$ cat src/core/nmer_regs.svh
// Constants for the NAND multi-erase host controller
`ifndef NMER_REGS_SVH
`define NMER_REGS_SVH
`define NMER_CMD_ERASE_SETUP 8'h60
`define NMER_CMD_ERASE_GO    8'hD0
`define NMER_CMD_STATUS1     8'h70
`define NMER_CMD_STATUS2     8'h71
`define NMER_CMD_RESET       8'hFF
`define NMER_CMD_ID1         8'h90
`define NMER_CMD_ID2         8'h91
`define NMER_OFF_CTRL        4'h0
`define NMER_OFF_BLK0        4'h1
`define NMER_OFF_BLK1        4'h2
`define NMER_OFF_BLK2        4'h3
`define NMER_OFF_BLK3        4'h4
`define NMER_OFF_STAT        4'h5
`define NMER_OFF_RESULT      4'h6
`define NMER_OFF_ID          4'h7
`define NMER_OP_ERASE        3'h1
`define NMER_OP_STATUS       3'h2
`define NMER_OP_RESET        3'h3
`define NMER_OP_ID1          3'h4
`define NMER_OP_ID2          3'h5
`define NMER_POWERUP_US      200
`define NMER_CLK_MHZ         100
`define NMER_POWERUP_CYC     (`NMER_POWERUP_US * `NMER_CLK_MHZ)
`define NMER_STROBE_CYC      4'h3
`define NMER_DISTRICTS       4
`define NMER_BLOCK_BITS      13
`endif

$ cat src/core/nmer_pkg.sv
// Types for the NAND multi-erase host controller
package nmer_pkg;
  typedef enum logic [3:0] {
    NMER_S_POWER = 4'h0,
    NMER_S_IDLE  = 4'h1,
    NMER_S_CMD   = 4'h2,
    NMER_S_ADDR  = 4'h3,
    NMER_S_NEXT  = 4'h4,
    NMER_S_WAIT  = 4'h5,
    NMER_S_READ  = 4'h6,
    NMER_S_DONE  = 4'h7
  } nmer_state_type;
  typedef struct packed {
    logic       ce_n;
    logic       cle;
    logic       ale;
    logic       we_n;
    logic       read_strobe_n;
    logic       wp_n;
    logic [7:0] dq_out;
    logic       dq_oe;
  } nmer_pins_type;
endpackage

$ cat src/core/nmer_host.sv
// Host controller that drives multi-block erase, status, reset and ID
//
// Local design decisions: the address map and the strobed register port.
`timescale 1ns/1ps
`include "nmer_regs.svh"
module nmer_host
  import nmer_pkg::*;
(
  input  wire logic        clk_sys,        // 100 MHz clock
  input  wire logic        rst_n,          // Async reset, active low
  input  wire logic [3:0]  addr,           // Register address
  input  wire logic [31:0] wdata,          // Write data
  input  wire logic        wr,             // Write strobe
  input  wire logic        rd,             // Read strobe
  output logic      [31:0] rdata,          // Read data, cycle after rd
  input  wire logic [7:0]  dq_in,          // Flash data bus input
  input  wire logic        ready_busy_n,   // Flash ready, low when busy
  output logic             ce_n,           // Chip enable, active low
  output logic             cle,            // Command latch enable
  output logic             ale,            // Address latch enable
  output logic             we_n,           // Write strobe to flash
  output logic             read_strobe_n,  // Read strobe to flash
  output logic             wp_n,           // Write protect, active low
  output logic      [7:0]  dq_out,         // Flash data bus output
  output logic             dq_oe           // Data bus drive enable
);
  localparam int CNT_W = 15;
  nmer_state_type state_ff, nxt_state;
  nmer_pins_type  pins_ff, nxt_pins;
  logic [CNT_W-1:0] cnt_ff, nxt_cnt;
  logic [2:0]  op_ff, nxt_op;
  logic [3:0]  sel_ff, nxt_sel;
  logic [1:0]  idx_ff, nxt_idx;
  logic [1:0]  byte_ff, nxt_byte;
  logic [1:0]  acnt_ff, nxt_acnt;
  logic [1:0]  step_ff, nxt_step;
  logic [7:0]  result_ff, nxt_result;
  logic [15:0] id_ff, nxt_id;
  logic        done_ff, nxt_done;
  logic        err_ff, nxt_err;
  logic [31:0] rdata_ff, nxt_rdata;
  logic [12:0] blk_ff [0:3];
  logic [7:0]  dq_s1_ff, dq_s2_ff;
  logic        rb_s1_ff, rb_s2_ff;
  logic [7:0]  cmd;
  logic [7:0]  abyte;
  logic [12:0] cur_blk;
  logic        ctrl_wr;

  always_ff @(posedge clk_sys or negedge rst_n) begin
    if (!rst_n) begin
      dq_s1_ff <= 8'h00;
      dq_s2_ff <= 8'h00;
      rb_s1_ff <= 1'b0;
      rb_s2_ff <= 1'b0;
    end else begin
      dq_s1_ff <= dq_in;
      dq_s2_ff <= dq_s1_ff;
      rb_s1_ff <= ready_busy_n;
      rb_s2_ff <= rb_s1_ff;
    end
  end

  // Block address registers; district of an entry is its own index
  genvar g;
  generate
    for (g = 0; g < `NMER_DISTRICTS; g++) begin : g_blk
      always_ff @(posedge clk_sys or negedge rst_n) begin
        if (!rst_n) begin
          blk_ff[g] <= 13'h0000;
        end else if (wr && addr == (`NMER_OFF_BLK0 + 4'(g))) begin
          blk_ff[g] <= {wdata[10:0], 2'(g)};
        end
      end
    end
  endgenerate

  assign ctrl_wr = wr && addr == `NMER_OFF_CTRL;
  assign cur_blk = blk_ff[idx_ff];
  // Three row cycles; column cycle is sent only for ID reads
  always_comb begin
    abyte = 8'h00;
    case (acnt_ff)
      2'h0: abyte = {cur_blk[2:0], 5'h00};
      2'h1: abyte = cur_blk[10:3];
      default: abyte = {6'h00, cur_blk[12:11]};
    endcase
  end

  always_comb begin
    cmd = `NMER_CMD_RESET;
    case (op_ff)
      `NMER_OP_ERASE:  cmd = (step_ff == 2'h0) ? `NMER_CMD_ERASE_SETUP
                                               : `NMER_CMD_ERASE_GO;
      `NMER_OP_STATUS: cmd = `NMER_CMD_STATUS2;
      `NMER_OP_ID1:    cmd = `NMER_CMD_ID1;
      `NMER_OP_ID2:    cmd = `NMER_CMD_ID2;
      default:         cmd = `NMER_CMD_RESET;
    endcase
  end

  always_comb begin
    nxt_state  = state_ff;
    nxt_pins   = pins_ff;
    nxt_cnt    = cnt_ff;
    nxt_op     = op_ff;
    nxt_sel    = sel_ff;
    nxt_idx    = idx_ff;
    nxt_byte   = byte_ff;
    nxt_acnt   = acnt_ff;
    nxt_step   = step_ff;
    nxt_result = result_ff;
    nxt_id     = id_ff;
    nxt_done   = done_ff;
    nxt_err    = err_ff;
    nxt_rdata  = 32'h0000_0000;
    if (rd) begin
      if (addr == `NMER_OFF_STAT) begin
        nxt_rdata = {28'h0, err_ff, done_ff, rb_s2_ff,
                     state_ff != NMER_S_IDLE};
      end else if (addr == `NMER_OFF_RESULT) begin
        nxt_rdata = {24'h0, result_ff};
      end else if (addr == `NMER_OFF_ID) begin
        nxt_rdata = {16'h0, id_ff};
      end else if (addr == `NMER_OFF_CTRL) begin
        nxt_rdata = {25'h0, sel_ff, op_ff};
      end
    end
    if (ctrl_wr && wdata[2:0] == `NMER_OP_RESET &&
        state_ff != NMER_S_POWER) begin
      // Reset is allowed in every state except the power-up wait, even mid-operation
      nxt_op    = `NMER_OP_RESET;
      nxt_state = NMER_S_CMD;
      nxt_cnt   = '0;
      nxt_done  = 1'b0;
      nxt_pins.we_n = 1'b1;
      nxt_pins.read_strobe_n = 1'b1;
    end else begin
      case (state_ff)
        NMER_S_POWER: begin
          nxt_cnt = cnt_ff + 1'b1;
          if (cnt_ff == CNT_W'(`NMER_POWERUP_CYC - 1)) begin
            nxt_state   = NMER_S_IDLE;
            nxt_pins.wp_n = 1'b1;
          end
        end
        NMER_S_IDLE: begin
          nxt_pins.ce_n = 1'b1;
          if (ctrl_wr) begin
            nxt_op   = wdata[2:0];
            nxt_sel  = wdata[6:3];
            nxt_done = 1'b0;
            nxt_err  = 1'b0;
            nxt_step = 2'h0;
            nxt_byte = 2'h0;
            nxt_cnt  = '0;
            if (wdata[2:0] == `NMER_OP_ERASE && wdata[6:3] == 4'h0) begin
              nxt_err = 1'b1;
            end else if (wdata[2:0] == `NMER_OP_ERASE) begin
              nxt_idx   = 2'h0;
              nxt_state = wdata[3] ? NMER_S_CMD : NMER_S_NEXT;
            end else if (wdata[2:0] >= `NMER_OP_STATUS &&
                         wdata[2:0] <= `NMER_OP_ID2) begin
              nxt_state = NMER_S_CMD;
            end else begin
              nxt_err = 1'b1;
            end
          end
        end
        NMER_S_CMD: begin
          nxt_pins.ce_n = 1'b0;
          nxt_pins.cle  = 1'b1;
          nxt_pins.ale  = 1'b0;
          nxt_pins.dq_out = cmd;
          nxt_pins.dq_oe  = 1'b1;
          nxt_pins.we_n   = (cnt_ff == 4'h0);
          nxt_cnt = cnt_ff + 1'b1;
          if (cnt_ff == CNT_W'(`NMER_STROBE_CYC)) begin
            nxt_pins.we_n = 1'b1;
            nxt_cnt  = '0;
            nxt_acnt = 2'h0;
            if (op_ff == `NMER_OP_ERASE && step_ff == 2'h0) begin
              nxt_state = NMER_S_ADDR;
            end else if (op_ff == `NMER_OP_ID1 || op_ff == `NMER_OP_ID2) begin
              nxt_acnt  = 2'h3;
              nxt_state = NMER_S_ADDR;
            end else if (op_ff == `NMER_OP_STATUS) begin
              nxt_state = NMER_S_READ;
            end else begin
              nxt_state = NMER_S_WAIT;
            end
          end
        end
        NMER_S_ADDR: begin
          nxt_pins.cle = 1'b0;
          nxt_pins.ale = 1'b1;
          nxt_pins.dq_out = (acnt_ff == 2'h3) ? 8'h00 : abyte;
          nxt_pins.we_n   = (cnt_ff == 4'h0);
          nxt_cnt = cnt_ff + 1'b1;
          if (cnt_ff == CNT_W'(`NMER_STROBE_CYC)) begin
            nxt_pins.we_n = 1'b1;
            nxt_cnt  = '0;
            nxt_acnt = acnt_ff + 1'b1;
            // Latch stays high through the closing strobe edge
            if (acnt_ff == 2'h3) begin
              nxt_state = NMER_S_READ;
            end else if (acnt_ff == 2'h2) begin
              nxt_sel   = sel_ff & ~(4'h1 << idx_ff);
              nxt_state = NMER_S_NEXT;
            end
          end
        end
        NMER_S_NEXT: begin
          // Walk the selected districts; one address set per district
          nxt_pins.ale = 1'b0;
          if (sel_ff == 4'h0) begin
            nxt_step  = 2'h1;
            nxt_state = NMER_S_CMD;
          end else if (sel_ff[idx_ff]) begin
            nxt_state = NMER_S_CMD;
          end else begin
            nxt_idx = idx_ff + 1'b1;
          end
        end
        NMER_S_WAIT: begin
          nxt_pins.cle   = 1'b0;
          nxt_pins.dq_oe = 1'b0;
          nxt_cnt = (cnt_ff == CNT_W'(`NMER_STROBE_CYC)) ? cnt_ff
                                                         : cnt_ff + 1'b1;
          // Ready/busy needs time to fall after the command
          if (cnt_ff == CNT_W'(`NMER_STROBE_CYC) && rb_s2_ff) begin
            nxt_cnt  = '0;
            nxt_op   = `NMER_OP_STATUS;
            nxt_state = NMER_S_CMD;
          end
        end
        NMER_S_READ: begin
          nxt_pins.cle   = 1'b0;
          nxt_pins.ale   = 1'b0;
          nxt_pins.dq_oe = 1'b0;
          nxt_pins.read_strobe_n = (cnt_ff >= CNT_W'(2));
          nxt_cnt = cnt_ff + 1'b1;
          if (cnt_ff == CNT_W'(`NMER_STROBE_CYC)) begin
            nxt_cnt = '0;
            if (op_ff == `NMER_OP_STATUS) begin
              nxt_result = dq_s2_ff;
              nxt_err    = dq_s2_ff[6] && dq_s2_ff[0];
              nxt_state  = NMER_S_DONE;
            end else begin
              nxt_id   = {id_ff[7:0], dq_s2_ff};
              nxt_byte = byte_ff + 1'b1;
              if (op_ff == `NMER_OP_ID2 || byte_ff == 2'h1) begin
                nxt_state = NMER_S_DONE;
              end
            end
          end
        end
        default: begin
          nxt_pins.ce_n = 1'b1;
          nxt_done  = 1'b1;
          nxt_state = NMER_S_IDLE;
        end
      endcase
    end
  end

  always_ff @(posedge clk_sys or negedge rst_n) begin
    if (!rst_n) begin
      state_ff  <= NMER_S_POWER;
      pins_ff   <= '{ce_n: 1'b1, cle: 1'b0, ale: 1'b0, we_n: 1'b1,
                     read_strobe_n: 1'b1, wp_n: 1'b0,
                     dq_out: 8'h00, dq_oe: 1'b0};
      cnt_ff    <= '0;
      op_ff     <= 3'h0;
      sel_ff    <= 4'h0;
      idx_ff    <= 2'h0;
      byte_ff   <= 2'h0;
      acnt_ff   <= 2'h0;
      step_ff   <= 2'h0;
      result_ff <= 8'h00;
      id_ff     <= 16'h0000;
      done_ff   <= 1'b0;
      err_ff    <= 1'b0;
      rdata_ff  <= 32'h0000_0000;
    end else begin
      state_ff  <= nxt_state;
      pins_ff   <= nxt_pins;
      cnt_ff    <= nxt_cnt;
      op_ff     <= nxt_op;
      sel_ff    <= nxt_sel;
      idx_ff    <= nxt_idx;
      byte_ff   <= nxt_byte;
      acnt_ff   <= nxt_acnt;
      step_ff   <= nxt_step;
      result_ff <= nxt_result;
      id_ff     <= nxt_id;
      done_ff   <= nxt_done;
      err_ff    <= nxt_err;
      rdata_ff  <= nxt_rdata;
    end
  end

  assign rdata         = rdata_ff;
  assign ce_n          = pins_ff.ce_n;
  assign cle           = pins_ff.cle;
  assign ale           = pins_ff.ale;
  assign we_n          = pins_ff.we_n;
  assign read_strobe_n = pins_ff.read_strobe_n;
  assign wp_n          = pins_ff.wp_n;
  assign dq_out        = pins_ff.dq_out;
  assign dq_oe         = pins_ff.dq_oe;

  AST_PWR_WP: assert property (
    @(posedge clk_sys) disable iff (!rst_n)
    state_ff == NMER_S_POWER |-> !wp_n && ce_n)
    else $error("write protect released during power-up wait");
  AST_GO_AFTER_SETUP: assert property (
    @(posedge clk_sys) disable iff (!rst_n)
    cle && dq_out == `NMER_CMD_ERASE_GO |-> step_ff == 2'h1)
    else $error("erase confirm without address sets");
  AST_SETUP_ADDR: assert property (
    @(posedge clk_sys) disable iff (!rst_n)
    $fell(cle) && $past(dq_out) == `NMER_CMD_ERASE_SETUP
    && state_ff == NMER_S_ADDR |-> ##[1:20] ale)
    else $error("setup not followed by address");
  AST_ADDR_LATCH: assert property (
    @(posedge clk_sys) disable iff (!rst_n)
    $rose(we_n) && !cle |-> ale)
    else $error("address strobe closed without address latch");
  AST_BUSY_CMD: assert property (
    @(posedge clk_sys) disable iff (!rst_n)
    $fell(we_n) && cle && !rb_s2_ff |->
    dq_out inside {`NMER_CMD_STATUS1, `NMER_CMD_STATUS2,
                   `NMER_CMD_RESET})
    else $error("illegal command while busy");
  // Serial input is never issued, so no program can be cut short
  AST_DEFINED_CMD: assert property (
    @(posedge clk_sys) disable iff (!rst_n)
    cle && dq_oe |-> dq_out inside {8'h60, 8'hD0, 8'h70, 8'h71,
                                    8'hFF, 8'h90, 8'h91})
    else $error("undefined command code");
  AST_ONE_PER_DIST: assert property (
    @(posedge clk_sys) disable iff (!rst_n)
    state_ff == NMER_S_ADDR && nxt_state == NMER_S_NEXT |=>
    !sel_ff[$past(idx_ff)])
    else $error("district selected twice");
  AST_STRB_EXCL: assert property (
    @(posedge clk_sys) disable iff (!rst_n)
    !(!we_n && !read_strobe_n))
    else $error("both flash strobes low");
  AST_RESULT: assert property (
    @(posedge clk_sys) disable iff (!rst_n)
    state_ff == NMER_S_READ && op_ff == `NMER_OP_STATUS
    && cnt_ff == CNT_W'(`NMER_STROBE_CYC) |=> result_ff == $past(dq_s2_ff))
    else $error("status byte not captured");
endmodule

$ cat config.mk
export PLATFORM = sky130hd
export DESIGN_NAME = nmer_host
export DESIGN_NICKNAME = d
export VERILOG_FILES = /design/src/core/nmer_pkg.sv /design/src/core/nmer_host.sv
export VERILOG_INCLUDE_DIRS = /design/src /design/src/core
export SDC_FILE = /design/constraint.sdc
export NUM_CORES = 1
export LEC_CHECK = 0
export BUFFER_PORTS_ARGS = -buffer_cell sky130_fd_sc_hd__buf_4
export CAP_MARGIN = 20
export CORE_ASPECT_RATIO = 1.2
export CORE_MARGIN = 5
export CORE_UTILIZATION = 40
export CTS_CLUSTER_SIZE = 20
export DETAILED_ROUTE_END_ITERATION = 16
export PLACE_DENSITY = 0.63
export SYNTH_ARGS = -nofsm -noshare
export SYNTH_HDL_FRONTEND = slang
export SYNTH_SLANG_ARGS = --single-unit
$ cat constraint.sdc
create_clock -name clk_sys -period 6.25 [get_ports clk_sys]
set_clock_uncertainty 0.1 [all_clocks]
set_input_delay 0.625 -clock clk_sys [delete_from_list [all_inputs] [get_ports clk_sys]]
set_output_delay 0.625 -clock clk_sys [all_outputs]
set_load 0.1 [all_outputs]
==> results.ini <==
[sta]
rsz0062_at_grt=false
setup-tns-final_ns=0
hold_viol=0
period_share_pct=46.82
period_needed_ns=2.926
worst_pin_slew_ns=1.042
drv_slew=0
fin_ws_ns=3.324
setup_viol=0
clock.fmax_mhz=341.7
relSlewSlack_pct=30.56

[die]
die_x_um=134.3
initial_utilization_pct=40.67
dieHeight_um=159.2
ios=96
placementRows=54
core_um2=18240
die_area_um2=21380

[synth]
synth_cell_types=67
synthesis.area_um2=7420
yosys.area.top_type=dfrtp_1
synth_flop_cell=dfrtp_1
ys_ff_latch=154
ys_async_sr_fraction_pct=100.0
synth_top_area_share_pct=50.93
seq_area_frac_synth_pct=51.99
synth_area_per_cell_um2=10.99
synth-edff-count=0
synthCells=675
ys_top_cells_by_area=dfrtp_1 51%, mux2_2 9.6%, mux4_2 3.6%
ys_warn_count=0

[routing]
wirelength_um=17170
num_vias=5331
dr.pass1.iters=4
drc_errors=0
drtIter0Drc=239
via_per_inst=5.588
wl_per_cell_um=17.99
ant_nets=0

[setup_path]
critical_path_required_ns=6.46
arrival_ns=3.14
ff2ff_path_depth=4
path_class=reg2reg
crit_path_start_kind=flip-flop
cp-end-kind=flip-flop
cp_slowest_cell=dfrtp_1
r2r_start=state_ff[0]
path_max_fanout=36
endpoint=cnt_ff[5]
cp_cell_sequence=o21ai_0, a32oi_1, o21ai_0, a22o_1
reg2reg_to=cnt_ff[5]
critPathMaxStageDelay_ns=1.03
crit_start=state_ff[0]
r2r_setup_slack_ns=3.32
cp_common_cell=o21ai_0

[final_layout]
area_growth_pct=15.19
layout-drive-gt1-share_pct=25.34
layout.cells.non_filler=954
num_antenna_cells=0
design_area_um2=8547
final_nets=778

[cts]
cts-root-buf=clkbuf_16
htree_levels=4
ctsResizeCount=0
cts_buffers=17
insertion_delay_ns=0.42
clockBufferDepth=2
postCtsSetupBuffers=0
cts_tree=done
cts_num_sinks=154
clkTransAtPathRegs_ns=0.07
hold_buffers=0

[power]
p_comb_share_pct=32.8
pwr-share-clk_pct=28.4
power.internal_mw=2.195
powerDensity_nw_per_um2=429.2
irDropWorstVdd_mv=0.2585
swShare_pct=40.17
seqPwrFrac_pct=38.8
power_leakage_nw=3.890
power_mw=3.669
p_sw_mw=1.474

[grt]
overflow=0
grt_first_pass_wirelength_um=28790
grt_pass1_vias=5571
grt_max_degree=87
track_usage_pct=16.55
antenna_found_initial=0

[place]
dp_hpwl_um=12190
gp_congestion=0.8996
placed_cells=922
portBuffers=58
postPlaceCellArea_um2=7939
dp_slack_ns=3.164

[outcome]
status=finished, final reports clean

[min_path]
hold_path_class=in2async

[flow_run]
maxCapViolCount=0

layout make-up:
class	count	area (µm²)
Sequential cell	154	3857
Timing Repair Buffer	59	446.7
Clock inverter	14	168.9
Inverter	19	71.32
Clock buffer	18	439.2
Fill cell	1661	9696
Tap cell	224	280.3
Multi-Input combinational cell	466	3283
state kept, by name (all words and copies together), names as in the netlist, 3 cells and up:
register / cells
dq_s1_ff: 8
result_ff: 8
op_ff: 3
cnt_ff: 15
dq_out: 8
dq_s2_ff: 8
rdata: 16
blk_ff: 47
state_ff: 3
id_ff: 16
sel_ff: 4
power groups by stage:
stage	logic [mW]	clock network [mW]	registers [mW]
6_report	1.20	1.04	1.42
5_1_grt	1.31	1.11	1.46
4_1_cts	1.21	1.07	1.42
3_5_place_dp	1.20	0	1.44
3_3_place_gp	1.18	0	1.42
2_1_floorplan	0.786	0	1.56
how the worst min path moves through the flow:
stage                            from     endpoint  slack (ns)  cells past startpoint
final                           rst_n         wp_n        0.16                      1
after global routing         dq_in[3]  dq_s1_ff[3]        0.18                      1
after CTS                    dq_in[7]  dq_s1_ff[7]        0.18                      1
after detailed placement  dq_s1_ff[4]  dq_s2_ff[4]        0.24                      0
after global placement    dq_s1_ff[7]  dq_s2_ff[7]        0.23                      0
after floorplan                 rst_n   acnt_ff[0]        0.23                      0
cells by family after synthesis:
| group | synth area share (%) |
|---|---|
| AO/OA/AOI/OAI | 13.34 |
| XOR/XNOR | 0.1181 |
| adder cells (fa/ha/maj) | 2.024 |
| buffers and inverters | 4.519 |
| flip-flops | 51.99 |
| multiplexers | 13.91 |
| other | 0.05054 |
| AND/OR/NAND/NOR | 14.05 |
metrics by stage:
step	hold WS [ns]	utilization, %
floorplan	0.2294	-
global route	0.1764	46.85
finish	0.1572	46.85
CTS	0.1798	46.85
detailed placement	0.2370	43.52
global placement	0.2316	43.52
cells in the final DEF (no fill, tap or decap), types with 5 or more instances in the layout:
cell type and count:
mux4_2 12, and3_1 12, o21ai_0 53, a21oi_1 39, nand2_1 62, ha_1 12
nor4_1 7, clkbuf_16 17, nand2b_1 8, nor3_1 13, conb_1 16, nor2b_1 9
nor2_1 41, buf_4 58, a22o_1 15, inv_1 19, inv_6 7, nand3_1 13
mux2_2 63, a31oi_1 11, o21bai_1 5, dfrtp_1 151, nand4_1 6
metal layers:
metal  GRT usage (%)  vias to the layer above  wire [µm]
met5               0                        -          0
met4           5.648                        0        273
met3           3.635                       20        784
met2           27.36                      124       8600
met1           21.52                     2696       7508
li1                -                     2491          -
synthesized netlist by cell type, drive strengths merged, types with 12 or more instances:
cell type / number
nor2: 42
clkbuf: 23
inv: 19
o21ai: 55
mux2: 65
dfrtp: 151
a21oi: 39
a22o: 15
nand2: 62
nor3: 14
nand3: 14
ha: 12
and3: 12
buf: 28
mux4: 12
critical path: cells and delay by family, from the launching register on:
kind,cells,cell delay [ns]
AO/OA/AOI/OAI,4,1.67
flip-flops,1,1.03
(Power assumes the default switching activity.)
